**src/verilog/drive_status_pkg.sv**
```systemverilog
package drive_status_pkg;
  // ------------------------------------------------------------
  // register map (byte addresses, one word each)
  // ------------------------------------------------------------
  localparam logic [7:0] OFS_SELECT = 8'h00;
  localparam logic [7:0] OFS_INPUT_CFG = 8'h04;
  localparam logic [7:0] OFS_ALARM_LO = 8'h08;
  localparam logic [7:0] OFS_ALARM_HI = 8'h0C;
  localparam logic [7:0] OFS_STATUS = 8'h10;
  localparam logic [7:0] OFS_CONDITIONS = 8'h14;

  // field positions
  localparam int SEL_W = 5;
  localparam int SEL_A_LSB = 0;
  localparam int SEL_B_LSB = 8;
  localparam int SEL_RELAY_LSB = 16;
  localparam int MODE_LSB = 0;
  localparam int LOSS_LSB = 4;
  localparam int LIM_W = 16;
  localparam int STAT_FAULT = 0;
  localparam int STAT_LOCK = 1;
  localparam int STAT_RUN = 2;
  localparam int STAT_FLW_FAULT = 3;
  localparam int STAT_CNT_LSB = 4;

  // ------------------------------------------------------------
  // modes and indication selections
  // ------------------------------------------------------------
  localparam logic [1:0] FIN_TRIP_NO = 2'h0;
  localparam logic [1:0] FIN_TRIP_NC = 2'h1;
  localparam logic [1:0] FIN_TRIP_RESET = 2'h2;
  localparam logic [1:0] LOSS_FAULT = 2'h0;
  localparam logic [1:0] LOSS_PRESET4 = 2'h1;
  localparam logic [1:0] LOSS_MIN_SPEED = 2'h2;

  localparam int NCOND = 19;
  localparam logic [4:0] SEL_NONE = 5'h00;
  localparam logic [4:0] SEL_RUN = 5'h01;
  localparam logic [4:0] SEL_FAULT = 5'h02;
  localparam logic [4:0] SEL_INV_FAULT = 5'h03;
  localparam logic [4:0] SEL_LOCKOUT = 5'h04;
  localparam logic [4:0] SEL_AT_SPEED = 5'h05;
  localparam logic [4:0] SEL_ABOVE3 = 5'h06;
  localparam logic [4:0] SEL_CURRENT_LIMITED_IND = 5'h07;
  localparam logic [4:0] SEL_AUTO = 5'h08;
  localparam logic [4:0] SEL_FOLLOWER = 5'h09;
  localparam logic [4:0] SEL_REVERSE = 5'h0A;
  localparam logic [4:0] SEL_WINDOW = 5'h0B;
  localparam logic [4:0] SEL_INV_WINDOW = 5'h0C;
  localparam logic [4:0] SEL_LOW = 5'h0D;
  localparam logic [4:0] SEL_INV_LOW = 5'h0E;
  localparam logic [4:0] SEL_HIGH = 5'h0F;
  localparam logic [4:0] SEL_INV_HIGH = 5'h10;
  localparam logic [4:0] SEL_SLEEP = 5'h11;
  localparam logic [4:0] SEL_ZERO = 5'h12;

  // ------------------------------------------------------------
  // thresholds (frequency in 0.01 Hz, loop current in 0.01 mA)
  // ------------------------------------------------------------
  localparam logic [15:0] RUN_STOP_FREQ = 16'h0032;
  localparam logic [15:0] AT_SPEED_BAND = 16'h0032;
  localparam logic [15:0] FOLLOWER_MIN = 16'h00C8;
  localparam logic [2:0] RESTART_LIMIT = 3'h5;
  localparam int CLK_HZ = 100000000;
  localparam int CURRENT_LIMITED_IND_HOLD_MS = 500;
  localparam int CURRENT_LIMITED_IND_HOLD_CYC_DEF = CURRENT_LIMITED_IND_HOLD_MS * (CLK_HZ / 1000);
  localparam int HOLD_W = 26;

  typedef enum logic [1:0] {
    BUS_ADDR = 2'b01,
    BUS_DATA = 2'b10
  } bus_state_t;
endpackage

```
**src/verilog/drive_status_output_select.sv**
```systemverilog
// ------------------------------------------------------------
// Notes on behaviour
// ------------------------------------------------------------
// Notes on behaviour
// normally open contact closed trips external fault
// normally closed contact opened trips external fault
// reset mode: closed contact clears active fault
// reset mode: only contact and keypad clear
// each output selectable; none holds it off
// second output has own identical selector
// relay has own selector, same choices
// second relay follows first output selection
// run: start until trip or stopped below 0.5Hz
// fault healthy while powered, drops on trip
// inverse fault set on trip until cleared
// lockout drops after five failed restarts
// at speed with 0.50 Hz hysteresis band
// above speed while frequency exceeds preset three
// current limit indication held at least 500ms
// auto mode and reverse direction indications
// follower present while loop above 2 mA
// window alarm between limits, inverse opposite
// low alarm below low limit, inverse opposite
// high alarm above high limit, inverse opposite
// sleep indication; zero output for any reason
// lost 4-20 mA follower acts by selection
// registered inputs, registered output multiplexers
//
// The AHB-Lite slave port and the address map are this design's own decisions.
module drive_status_output_select #(
  parameter int unsigned CURRENT_LIMITED_IND_HOLD_CYC = drive_status_pkg::CURRENT_LIMITED_IND_HOLD_CYC_DEF
) (
  input wire logic i_clk,
  input wire logic i_sys_rst,
  input wire logic i_hsel,
  input wire logic [31:0] i_haddr,
  input wire logic [1:0] i_htrans,
  input wire logic i_hwrite,
  input wire logic [2:0] i_hsize,
  input wire logic [31:0] i_hwdata,
  input wire logic i_hready,
  output logic [31:0] o_hrdata,
  output logic o_hreadyout,
  output logic o_hresp,
  input wire logic i_fault_contact_input,
  input wire logic i_remote_stop_input,
  input wire logic i_keypad_stop,
  input wire logic i_start_cmd,
  input wire logic i_stop_cmd,
  input wire logic i_internal_trip,
  input wire logic i_restart_failed,
  input wire logic [15:0] i_out_freq,
  input wire logic [15:0] i_speed_setpoint,
  input wire logic [15:0] i_preset3_speed,
  input wire logic [15:0] i_current_loop_reference_input,
  input wire logic i_follower_is_4_20,
  input wire logic [15:0] i_feedback,
  input wire logic [15:0] i_speed_ref,
  input wire logic i_closed_loop,
  input wire logic i_current_limit,
  input wire logic i_auto_mode,
  input wire logic i_reverse,
  input wire logic i_sleep,
  input wire logic i_large_model,
  output logic o_open_collector_out_a,
  output logic o_open_collector_out_b,
  output logic o_relay_main,
  output logic o_relay_second,
  output logic o_fault_active,
  output logic o_follower_fault,
  output logic o_goto_preset4,
  output logic o_goto_min_speed
);
  import drive_status_pkg::*;

  // ------------------------------------------------------------
  // helpers
  // ------------------------------------------------------------
  function automatic logic pick(input logic [NCOND-1:0] c, input logic [SEL_W-1:0] s);
    pick = (s == SEL_NONE || s > SEL_ZERO) ? 1'b0 : c[s - 5'h01];
  endfunction

  function automatic logic [15:0] absdiff(input logic [15:0] a, input logic [15:0] b);
    absdiff = (a > b) ? a - b : b - a;
  endfunction

  // ------------------------------------------------------------
  // input registers
  // ------------------------------------------------------------
  logic fc_q, rstop_q, kstop_q, start_q, stop_q, itrip_q, rfail_q, f420_q;
  logic cloop_q, clim_q, auto_q, rev_q, sleep_q, large_q;
  logic [15:0] freq_q, setp_q, pre3_q, loop_q, fb_q, sref_q;

  // status sampled once so every condition sees one coherent snapshot
  always_ff @(posedge i_clk) begin
    fc_q <= i_fault_contact_input;
    rstop_q <= i_remote_stop_input;
    kstop_q <= i_keypad_stop;
    start_q <= i_start_cmd;
    stop_q <= i_stop_cmd;
    itrip_q <= i_internal_trip;
    rfail_q <= i_restart_failed;
    f420_q <= i_follower_is_4_20;
    cloop_q <= i_closed_loop;
    clim_q <= i_current_limit;
    auto_q <= i_auto_mode;
    rev_q <= i_reverse;
    sleep_q <= i_sleep;
    large_q <= i_large_model;
    freq_q <= i_out_freq;
    setp_q <= i_speed_setpoint;
    pre3_q <= i_preset3_speed;
    loop_q <= i_current_loop_reference_input;
    fb_q <= i_feedback;
    sref_q <= i_speed_ref;
  end

  // ------------------------------------------------------------
  // software registers
  // ------------------------------------------------------------
  logic [31:0] select_q;
  logic [1:0] mode_q, loss_q;
  logic [LIM_W-1:0] lo_q, hi_q;
  wire [SEL_W-1:0] sel_a = select_q[SEL_A_LSB +: SEL_W];
  wire [SEL_W-1:0] sel_b = select_q[SEL_B_LSB +: SEL_W];
  wire [SEL_W-1:0] sel_r = select_q[SEL_RELAY_LSB +: SEL_W];

  // ------------------------------------------------------------
  // fault trip and clear
  // ------------------------------------------------------------
  logic fault_q, run_q, stop_pend_q, atspd_q, ilim_q, flw_fault_q;
  logic [2:0] fail_cnt_q;
  logic [HOLD_W-1:0] hold_q;

  wire reset_mode = (mode_q == FIN_TRIP_RESET);
  wire ext_trip = (mode_q == FIN_TRIP_NO && fc_q) || (mode_q == FIN_TRIP_NC && !fc_q); // see R1
  wire clear_src = reset_mode ? (fc_q || kstop_q) : (rstop_q || kstop_q); // see R3
  wire follower_low = loop_q < FOLLOWER_MIN;
  wire follower_lost = f420_q && follower_low;
  wire trip = ext_trip || itrip_q || (follower_lost && loss_q == LOSS_FAULT);

  // a trip arriving together with a clear wins
  always_ff @(posedge i_clk) begin // see R10
    if (i_sys_rst) begin
      fault_q <= 1'b0;
    end else if (trip) begin
      fault_q <= 1'b1;
    end else if (clear_src) begin
      fault_q <= 1'b0;
    end
  end

  // follower loss actions; the fault choice latches with the trip
  always_ff @(posedge i_clk) begin
    if (i_sys_rst) begin
      flw_fault_q <= 1'b0;
    end else if (follower_lost && loss_q == LOSS_FAULT) begin
      flw_fault_q <= 1'b1;
    end else if (!fault_q || clear_src) begin
      flw_fault_q <= 1'b0;
    end
  end

  // ------------------------------------------------------------
  // restart lockout
  // ------------------------------------------------------------
  // failed attempts only count while faulted; a manual clear rearms
  always_ff @(posedge i_clk) begin
    if (i_sys_rst) begin
      fail_cnt_q <= 3'h0;
    end else if (fault_q && rfail_q && fail_cnt_q != RESTART_LIMIT) begin
      fail_cnt_q <= fail_cnt_q + 3'h1;
    end else if (!trip && clear_src) begin
      fail_cnt_q <= 3'h0;
    end
  end
  wire lock_ok = (fail_cnt_q != RESTART_LIMIT);

  // ------------------------------------------------------------
  // run indication
  // ------------------------------------------------------------
  wire run_end = trip || fault_q || (stop_pend_q && freq_q <= RUN_STOP_FREQ);
  always_ff @(posedge i_clk) begin
    if (i_sys_rst) begin
      run_q <= 1'b0;
      stop_pend_q <= 1'b0;
    end else if (start_q && !trip && !fault_q) begin
      run_q <= 1'b1;
      stop_pend_q <= 1'b0;
    end else if (run_end) begin
      run_q <= 1'b0;
      stop_pend_q <= 1'b0;
    end else if (stop_q && run_q) begin
      stop_pend_q <= 1'b1;
    end
  end

  // ------------------------------------------------------------
  // at speed hysteresis and current limit hold
  // ------------------------------------------------------------
  wire [15:0] spd_err = absdiff(freq_q, setp_q);
  // set only on reaching the setpoint; the band keeps the relay calm
  always_ff @(posedge i_clk) begin
    if (i_sys_rst) begin
      atspd_q <= 1'b0;
    end else if (spd_err == 16'h0000) begin
      atspd_q <= 1'b1;
    end else if (spd_err > AT_SPEED_BAND) begin
      atspd_q <= 1'b0;
    end
  end

  always_ff @(posedge i_clk) begin
    if (i_sys_rst) begin
      ilim_q <= 1'b0;
      hold_q <= '0;
    end else if (!ilim_q && clim_q) begin
      ilim_q <= 1'b1;
      hold_q <= HOLD_W'(CURRENT_LIMITED_IND_HOLD_CYC - 1);
    end else if (hold_q != '0) begin
      hold_q <= hold_q - HOLD_W'(1);
    end else if (!clim_q) begin
      ilim_q <= 1'b0;
    end
  end

  // ------------------------------------------------------------
  // condition vector, bit n is selection n+1
  // ------------------------------------------------------------
  wire [15:0] mon = cloop_q ? fb_q : sref_q;
  wire below_lo = mon < lo_q;
  wire above_hi = mon > hi_q;
  wire in_win = !below_lo && !above_hi;
  wire zero_out = !run_q || freq_q == 16'h0000 || sleep_q || fault_q;
  wire [NCOND-1:0] cond = {
    1'b0, zero_out, sleep_q, !above_hi, above_hi, !below_lo, below_lo, !in_win, in_win, // top bit spare
    rev_q, !follower_low, auto_q, ilim_q, freq_q > pre3_q, atspd_q, // see R14 see R16
    lock_ok, fault_q, !fault_q, run_q
  };

  // ------------------------------------------------------------
  // registered output multiplexers
  // ------------------------------------------------------------
  always_ff @(posedge i_clk) begin // see R5 see R6 see R7 see R8
    if (i_sys_rst) begin
      o_open_collector_out_a <= 1'b0;
      o_open_collector_out_b <= 1'b0;
      o_relay_main <= 1'b0;
      o_relay_second <= 1'b0;
      o_fault_active <= 1'b0;
      o_follower_fault <= 1'b0;
      o_goto_preset4 <= 1'b0;
      o_goto_min_speed <= 1'b0;
    end else begin
      o_open_collector_out_a <= pick(cond, sel_a);
      o_open_collector_out_b <= pick(cond, sel_b);
      o_relay_main <= pick(cond, sel_r);
      o_relay_second <= large_q && pick(cond, sel_a);
      o_fault_active <= fault_q;
      o_follower_fault <= flw_fault_q;
      o_goto_preset4 <= follower_lost && loss_q == LOSS_PRESET4;
      o_goto_min_speed <= follower_lost && loss_q == LOSS_MIN_SPEED;
    end
  end

  // ------------------------------------------------------------
  // AHB-Lite slave, one wait state per transfer
  // ------------------------------------------------------------
  bus_state_t bus_q;
  logic [7:0] addr_q;
  logic wr_q;
  wire take = i_hsel && i_htrans[1] && i_hready && bus_q == BUS_ADDR;
  wire hit_sel = addr_q == OFS_SELECT;
  wire hit_cfg = addr_q == OFS_INPUT_CFG;
  wire hit_lo = addr_q == OFS_ALARM_LO;
  wire hit_hi = addr_q == OFS_ALARM_HI;
  wire hit_st = addr_q == OFS_STATUS;
  wire hit_cd = addr_q == OFS_CONDITIONS;
  wire [31:0] status_word = {25'h0, fail_cnt_q, flw_fault_q, run_q, lock_ok, fault_q};
  wire [31:0] rd_mux =
    hit_sel ? select_q :
    hit_cfg ? {26'h0, loss_q, 2'h0, mode_q} :
    hit_lo ? {16'h0, lo_q} :
    hit_hi ? {16'h0, hi_q} :
    hit_st ? status_word :
    hit_cd ? {13'h0, cond} : 32'h0000_0000;
  wire do_wr = bus_q == BUS_DATA && wr_q;

  // the wait state lets a write land before any following read is sampled
  always_ff @(posedge i_clk) begin
    if (i_sys_rst) begin
      bus_q <= BUS_ADDR;
      addr_q <= 8'h00;
      wr_q <= 1'b0;
      o_hreadyout <= 1'b1;
      o_hrdata <= 32'h0000_0000;
      o_hresp <= 1'b0;
    end else begin
      case (bus_q)
        BUS_ADDR: begin
          if (take) begin
            bus_q <= BUS_DATA;
            addr_q <= (i_haddr[31:8] == 24'h0) ? i_haddr[7:0] : 8'hFF;
            wr_q <= i_hwrite;
            o_hreadyout <= 1'b0;
          end
        end
        BUS_DATA: begin
          bus_q <= BUS_ADDR;
          o_hreadyout <= 1'b1;
          o_hrdata <= wr_q ? 32'h0000_0000 : rd_mux;
        end
        default: begin
          bus_q <= BUS_ADDR;
          o_hreadyout <= 1'b1;
        end
      endcase
    end
  end

  // software writes; unmapped or read-only words ignore them
  always_ff @(posedge i_clk) begin
    if (i_sys_rst) begin
      select_q <= 32'h0000_0000;
      mode_q <= FIN_TRIP_NO;
      loss_q <= LOSS_FAULT;
      lo_q <= 16'h0000;
      hi_q <= 16'hFFFF;
    end else if (do_wr) begin
      if (hit_sel) select_q <= i_hwdata & 32'h001F_1F1F;
      if (hit_cfg) mode_q <= i_hwdata[MODE_LSB +: 2];
      if (hit_cfg) loss_q <= i_hwdata[LOSS_LSB +: 2];
      if (hit_lo) lo_q <= i_hwdata[LIM_W-1:0];
      if (hit_hi) hi_q <= i_hwdata[LIM_W-1:0];
    end
  end
endmodule // drive_status_output_select

```
**config.mk**
```make
export PLATFORM = sky130hd
export DESIGN_NAME = drive_status_output_select
export DESIGN_NICKNAME = d
export VERILOG_FILES = /design/src/verilog/drive_status_pkg.sv /design/src/verilog/drive_status_output_select.sv
export SDC_FILE = /design/constraint.sdc
export NUM_CORES = 1
export LEC_CHECK = 0
export BUFFER_PORTS_ARGS = -buffer_cell sky130_fd_sc_hd__buf_2
export CELL_PAD_IN_SITES_DETAIL_PLACEMENT = 1
export CELL_PAD_IN_SITES_GLOBAL_PLACEMENT = 2
export CORE_MARGIN = 2
export CORE_UTILIZATION = 30
export DETAILED_ROUTE_END_ITERATION = 12
export GPL_TIMING_DRIVEN = 0
export PLACE_DENSITY = 0.69
export SYNTH_ARGS = -nofsm -noshare
export SYNTH_HDL_FRONTEND = slang
export SYNTH_SLANG_ARGS = --single-unit
```
**constraint.sdc**
```tcl
create_clock -name i_clk -period 8 [get_ports i_clk]
set_input_delay 1.2 -clock i_clk [delete_from_list [all_inputs] [get_ports i_clk]]
set_output_delay 1.2 -clock i_clk [all_outputs]
set_load 0.1 [all_outputs]
```
==> flow_summary.toml, run 1 <==
[cts]
cts_max_level = 1
cts.sinks = 233
clock_slew_seen_by_the_registers_of_the_worst_setup_and_hold_paths_ns = 0.06
cts_post_setup_buffers_inserted = 0
clock_insertion_delay_worst_skew_ns = 0.57
cts-buffers-inserted = 29
postCtsResizedCells = 0
cts_tree = "yes"
holdBufCountCts = 0
cts-root-to-sink-buffers = 3
cts-root-buf = "clkbuf_16"

[global_route]
largest_net_degree_at_the_start_of_global_routing = 15
grt_pass1_wl_um = 60300
grtUsageTotal_pct = 19.6
antenna_found_initial = 0
grt_remaining_overflow = 0
first_global_vias = 10700

[routing]
first_iter_violations = 419
routed_wirelength_um = 38400
detail_route.wl_per_cell_um = 18.7
post-route-drc-count = 0
drt_pre_antenna_iters = 6
viasPerCell = 4.97
via_count = 10200
postRouteAntennaNets = 0

[setup_path]
critPathMostFrequentCell = "clkbuf_1"
crit_path_cell_trace = "clkbuf_1 > clkbuf_1 > mux2_2 > ha_1 > a21o_1 > a21o_1 > a2111oi_0 > o311a_1 > clkbuf_1 > o211ai_1 > nand3_1 > o2111ai_1 > o21ai_0"
crit_type = "reg2reg"
timing.reg2reg.setup_slack_ns = 3.46
endpoint_kind = "flip-flop"
setup.worst_path.start_class = "flip-flop"
cp_top_family = "compound AO/OA/AOI/OAI gates"
crit-reg2reg-launch = "cloop_q"
worst-r2r-cell-count = 13
crit_fanout = 10
timing.critical_path.buf_inv = 3
cp_data_arrival_time_ns = 4.99
timing.critical_path.slowest_cell_delay_ns = 0.62
cp_slowest_cell = "a2111oi_0"
worstPathRequired_ns = 8.45
timing.rr.end = "o_relay_second"

[sta]
skew_ns = 0.0152
setup_violations = 0
totalNegativeSetupSlack_ns = 0
final_count_of_hold_timing_violations = 0
final_min_period_over_clock_period_pct = 56.8
drv_slew = 0
grt_setup_unrepaired = "false"
worst-slew-pin-transition_ns = 0.788
hold_ws_ns = 0.449
worst_slew_margin_rel_pct = 47.4
fmax_ghz = 0.220
timing.final.crit_period_ns = 4.54

[logic_synthesis]
syn_avg_cell_area_um2 = 8.90
synthArstFlopShare_pct = 0
synth_unique_cells = 79
synth_top_cells_by_area = "dfxtp_1 41%, ha_1 9.6%, a21oi_1 4.6%"
yosysMostFrequentCell = "dfxtp_1"
synthFlopType = "dfxtp_1"
synth_top_area_share_pct = 40.9
yosysSeqAreaShare_pct = 40.9
synthesis.yosys.warnings = 0
postSynthRegisterBits = 233
synth.cell_area_mm2 = 0.0114
synth_largest_area_cell = "dfxtp_1"
synth_edf_count = 0
synthTopCellsByCount = "233 x dfxtp_1, 128 x nand2_1, 105 x a21oi_1"
postSynthCellCount = 1282

[power]
p_seq_share_pct = 41.1
max-vdd-ir-drop_v = 0.000167
p_clk_share_pct = 46.1
p_sw_share_pct = 26.3
net_switching_power_of_the_design_mw = 0.792
internal_power_mw = 2.22
power-per-cell-area_mw_per_mm2 = 214
share_comb_of_total_power_pct = 12.7
cellLeakagePower_nw = 6.09

[final_layout]
antennaDiodeCount = 0
layout-area-overhead-vs-synth_pct = 23.3
drive_above_1_share_pct = 19.0
final-seq-area_mm2 = 0.00466
multi_input_area_mm2 = 0.00608
nFillCells = 4496
num-nets-final = 1792

[place]
detailedPlacementHpwl_um = 30400
place.port_buffers = 194
place_congestion = 0.829

[flow_run]
drv_cap = 0

[min_path]
hold_class = "reg2reg"
startpoint_of_the_worst_hold_path = "start_q"
whs_endpoint = "stop_pend_q"
worstHoldPathCells = 1

[floorplanning]
floorplan.core_area_mm2 = 0.0376
die_area_mm2 = 0.0396
boundaryPins = 226
fp.dieH_um = 199
fp-row-count = 71
die_width_um = 199
floorplan.initialDensity_pct = 30.4

[run_status]
status = "finished clean"
==> cell type report <==
class	instances	area share, %
repair buffers	194	6.90
flip-flops and latches	233	33.1
multi-input cells	888	43.2
plain buffers	70	2.34
clock buffers	40	5.95
well taps	511	4.54
clock inverters	12	1.24
inverters	102	2.72
==> per-layer routing <==
layer | vias to the layer above | GRT usage (%) | part of all wire [%] | wire length (µm)
met5 | - | 0 | 0 | 0
li1 | 5030 | - | - | -
met3 | 54 | 2.84 | 4.3 | 1650
met1 | 4906 | 25.0 | 45 | 17200
met4 | 0 | 4.86 | 2.3 | 894
met2 | 192 | 34.5 | 49 | 18600
==> state kept, by name, indices dropped and copies added, names as in the netlist, 2 cells and up <==
| name | cells |
|---|---|
| hold_q | 26 |
| o_hrdata | 21 |
| fb_q | 16 |
| freq_q | 16 |
| hi_q | 16 |
| lo_q | 16 |
| pre3_q | 16 |
| setp_q | 16 |
| sref_q | 16 |
| select_q | 15 |
| loop_q | 13 |
| addr_q | 8 |
| fail_cnt_q | 3 |
| bus_q | 2 |
| loss_q | 2 |
| mode_q | 2 |
==> power by group through the flow <==
stage                     logic (mW)  registers [mW]  clock network [mW]
final                          0.383            1.24                1.39
after global routing           0.428            1.24                1.48
after CTS                      0.387            1.24                1.42
after detailed placement       0.384            1.26                   0
after global placement         0.380            1.26                   0
after floorplan                0.258            1.25                   0
==> per-stage QoR <==
stage                     cell area [µm²]  utilization [%]  total power [mW]  setup WS [ns]  instances
after floorplan                     11500                -              1.51           4.51       1293
after global placement              13100             34.8              1.64           3.43       1998
after detailed placement            13100             34.8              1.65           3.41       1998
after CTS                           14100             37.5              3.05           3.41       2050
after global routing                14100             37.5              3.15           3.04       2050
final                               14100             37.5              3.01           3.46       2050
==> worst register-to-register path: cells and delay by family, from the launching register on <==
kind                       cells  cell delay [ns]
AOI/OAI and AO/OA              7             2.02
DFF                            1             0.30
buffers and inverters          3             1.27
adders and majority gates      1             0.31
and+or+nand+nor                1             0.12
muxes                          1             0.43
==> placed cells by master (no fill, tap or decap), types with 29 or more instances in the layout <==
cell type  netlist  layout
nor2_1          79      79
ha_1            88      88
buf_2            2     196
nand2_1        128     128
clkbuf_1        49      53
o21ai_0         45      45
inv_1          100     100
dfxtp_1        233     233
mux2i_1         37      37
a21oi_1        105     105
clkbuf_16        0      29
==> logic make-up (layout without fill, tap and decap cells) <==
kind of cell / count (synthesis) / after routing / synth area share, %
and+or+nand+nor: 358 / 358 / 15.0
AOI/OAI and AO/OA: 335 / 335 / 19.9
other: 1 / 12 / 0.0329
DFF: 233 / 233 / 40.9
xor gates and xnor gates: 38 / 38 / 2.92
muxes: 55 / 55 / 5.02
adders and majority gates: 90 / 90 / 10.0
buffers and inverters: 172 / 418 / 6.24
==> worst max-delay path by stage <==
stage                        from  cells past startpoint                      to
after global routing      cloop_q                     13          o_relay_second
after floorplan           cloop_q                     12  o_open_collector_out_b
after CTS                 cloop_q                     13          o_relay_second
after global placement    cloop_q                     13          o_relay_second
final                     cloop_q                     13          o_relay_second
after detailed placement  cloop_q                     13          o_relay_second
No activity file was read; power rests on OpenSTA's default activity.
==> run 2: changes to the inputs <==
- ABC_AREA: default -> 1
- CORE_UTILIZATION: 30 -> 28
- PLACE_DENSITY: 0.69 -> 0.71
- clock period: 8 -> 4.15 ns (I/O delays scaled with it)
==> run 2 against run 1 <==
  * Sequential power increased by 92%
  * Register-to-register slack got worse by 2.7 ns
  * Power increased by 99%
  * Core utilization decreased by 2.6 points
  * Non-clock buffer count decreased by 13
  * Clock skew increased by 0.010 ns
  * Routed wire length increased by 10%
  * Fmax increased by 35%
  * Sequential share of layout area decreased by 1.2 points
==> flow_summary.toml, run 2 <==
[cts]
cts_post_setup_buffers_inserted = 0
cts.sinks = 233
cts-root-to-sink-buffers = 3
holdBufCountCts = 0
cts-buffers-inserted = 28
cts-root-buf = "clkbuf_16"
clock_slew_seen_by_the_registers_of_the_worst_setup_and_hold_paths_ns = 0.06
clock_insertion_delay_worst_skew_ns = 0.59
cts_max_level = 1
postCtsResizedCells = 0
cts_tree = "yes"

[setup_path]
cp_slowest_cell = "ha_1"
timing.critical_path.slowest_cell_delay_ns = 0.36
cp_top_family = "simple AND/OR/NAND/NOR gates"
critPathMostFrequentCell = "nand2_1"
worstPathRequired_ns = 4.66
crit_path_cell_trace = "buf_2 > inv_2 > clkbuf_1 > nand2_1 > nand2_1 > ha_1 > nand4_1 > nor2_1 > nand4_1 > nand2_1 > nand2_1 > nand2_1 > nand3_1 > nand2_1 > nand2_1 > nand2_1 > nand2_1 > nand2_1 > nand2_1 > nor2_1"
crit_fanout = 10
cp_data_arrival_time_ns = 3.87
endpoint_kind = "flip-flop"
crit_type = "reg2reg"
timing.critical_path.buf_inv = 3
setup.worst_path.start_class = "flip-flop"

[final_layout]
layout-area-overhead-vs-synth_pct = 23.0
nFillCells = 5170
most_frequent_standard_cell_in_the_layout_excluding_fill_and_tap_cells = "nand2_1"
max_flop_register = "hold_q"
final-seq-area_mm2 = 0.00466
multi_input_area_mm2 = 0.00611
mostFrequentLayoutCells = "312 x nand2_1, 233 x dfxtp_1, 220 x inv_1"
biggestRegsByFlops = "hold_q x26, o_hrdata x21"
num-nets-final = 2101
fin_util_pct = 34.8
design_area_mm2 = 0.0146
drive_above_1_share_pct = 16.6
largest_register_ffs = 26

[logic_synthesis]
yosysSeqAreaShare_pct = 39.3
synthesis.yosys.warnings = 0
synthTopCellsByCount = "312 x nand2_1, 233 x dfxtp_1, 220 x inv_1"
postSynthRegisterBits = 233
synth_largest_area_cell = "dfxtp_1"
synth_edf_count = 0
synthFlopType = "dfxtp_1"
syn_avg_cell_area_um2 = 7.46
postSynthCellCount = 1592
synth_unique_cells = 51
synth_top_area_share_pct = 39.3
yosysMostFrequentCell = "nand2_1"
synth.cell_area_mm2 = 0.0119
synthArstFlopShare_pct = 0
synth_top_cells_by_area = "dfxtp_1 39%, nand2_1 9.9%, ha_1 9.3%"

[sta]
final_count_of_hold_timing_violations = 0
final_min_period_over_clock_period_pct = 80.9
setup_violations = 0
worst-slew-pin-transition_ns = 1.00
timing.final.crit_period_ns = 3.36
grt_setup_unrepaired = "false"
drv_slew = 0
skew_ns = 0.0255
totalNegativeSetupSlack_ns = 0
fmax_ghz = 0.298
timing.final.ws_setup_ns = 0.793
worst_slew_margin_rel_pct = 32.7

[routing]
drt_pre_antenna_iters = 5
viasPerCell = 4.77
routed_wirelength_um = 42200
via_count = 11400
detail_route.wl_per_cell_um = 17.7
post-route-drc-count = 0
postRouteAntennaNets = 0
first_iter_violations = 422

[run_status]
status = "finished clean"

[flow_run]
drv_cap = 0

[power]
cellLeakagePower_nw = 6.93
post-layout-total-power_mw = 5.97
max-vdd-ir-drop_v = 0.000304
power-per-cell-area_mw_per_mm2 = 409

[floorplanning]
floorplan.core_area_mm2 = 0.0419
die_area_mm2 = 0.0441
fp-row-count = 75
fp.dieH_um = 210
floorplan.initialDensity_pct = 28.3
die_width_um = 210
boundaryPins = 226

[global_route]
largest_net_degree_at_the_start_of_global_routing = 16
grt.busiest_layer = "met2"
gr-usage-met3_pct = 3.04
grt_remaining_overflow = 0
grtUsageTotal_pct = 19.1
globalRouteMet2Util_pct = 30.9
global_route.usage.met1_pct = 26.7
antenna_found_initial = 5
grt_pass1_wl_um = 66100
first_global_vias = 11800

[place]
detailedPlacementHpwl_um = 33800
pre_cts_ws_ns = 0.756
place.port_buffers = 194
placed_cell_area_mm2 = 0.0136
place_congestion = 0.834

[min_path]
hold_class = "in2reg"
[run 2: metal layers]
metal	wire (µm)	vias to the layer above
li1	-	5720
met1	20500	5370
met2	18800	235
met3	2120	58
met4	787	6
met5	36	-
[run 2: path summary, 6_finish.rpt]
| kind | cells after the start | slack, ns | end | startpoint |
|---|---|---|---|---|
| worst min register to register | 2 | 0.42 | o_relay_second | large_q |
| worst max register to register | 20 | 0.79 | o_relay_second | cloop_q |
| worst max-delay path | 20 | 0.79 | o_relay_second | cloop_q |
| worst min-delay path | 1 | 0.13 | itrip_q | i_internal_trip |
[run 2: power by group]
part           switching (mW)  internal (mW)  total, mW  leakage [nW]
clock network            1.03           1.73       2.76         0.501
logic                   0.547          0.287      0.833          4.51
registers              0.0590           2.32       2.38          1.93
[run 2: logic make-up (layout without fill, tap and decap cells)]
logic type               after synthesis  in the layout  share of synthesized area (%)
XOR/XNOR                              29             29                           2.14
buffers and inverters                284            528                           9.62
other                                  1             15                         0.0316
AND/OR/NAND/NOR                      614            614                           22.7
adder cells (fa/ha/maj)               90             90                           9.61
flip-flops                           233            233                           39.3
AO/OA/AOI/OAI                        341            341                           16.6
[run 2: final cells by class]
type,count,area share (%)
tap,539,4.62
buffer,57,1.99
multi-input combinational,1086,41.8
clock buffer,34,5.16
clock inverter,16,1.97
sequential,233,31.9
antenna,3,0.0514
timing repair buffer,194,6.65
inverter,227,5.83
[run 2: metrics by stage]
stage	hold slack, ns	cells
final	0.130	2389
after global routing	0.108	2387
after CTS	0.101	2386
after detailed placement	0.413	2336
after global placement	0.398	2336
after floorplan	0.394	1603
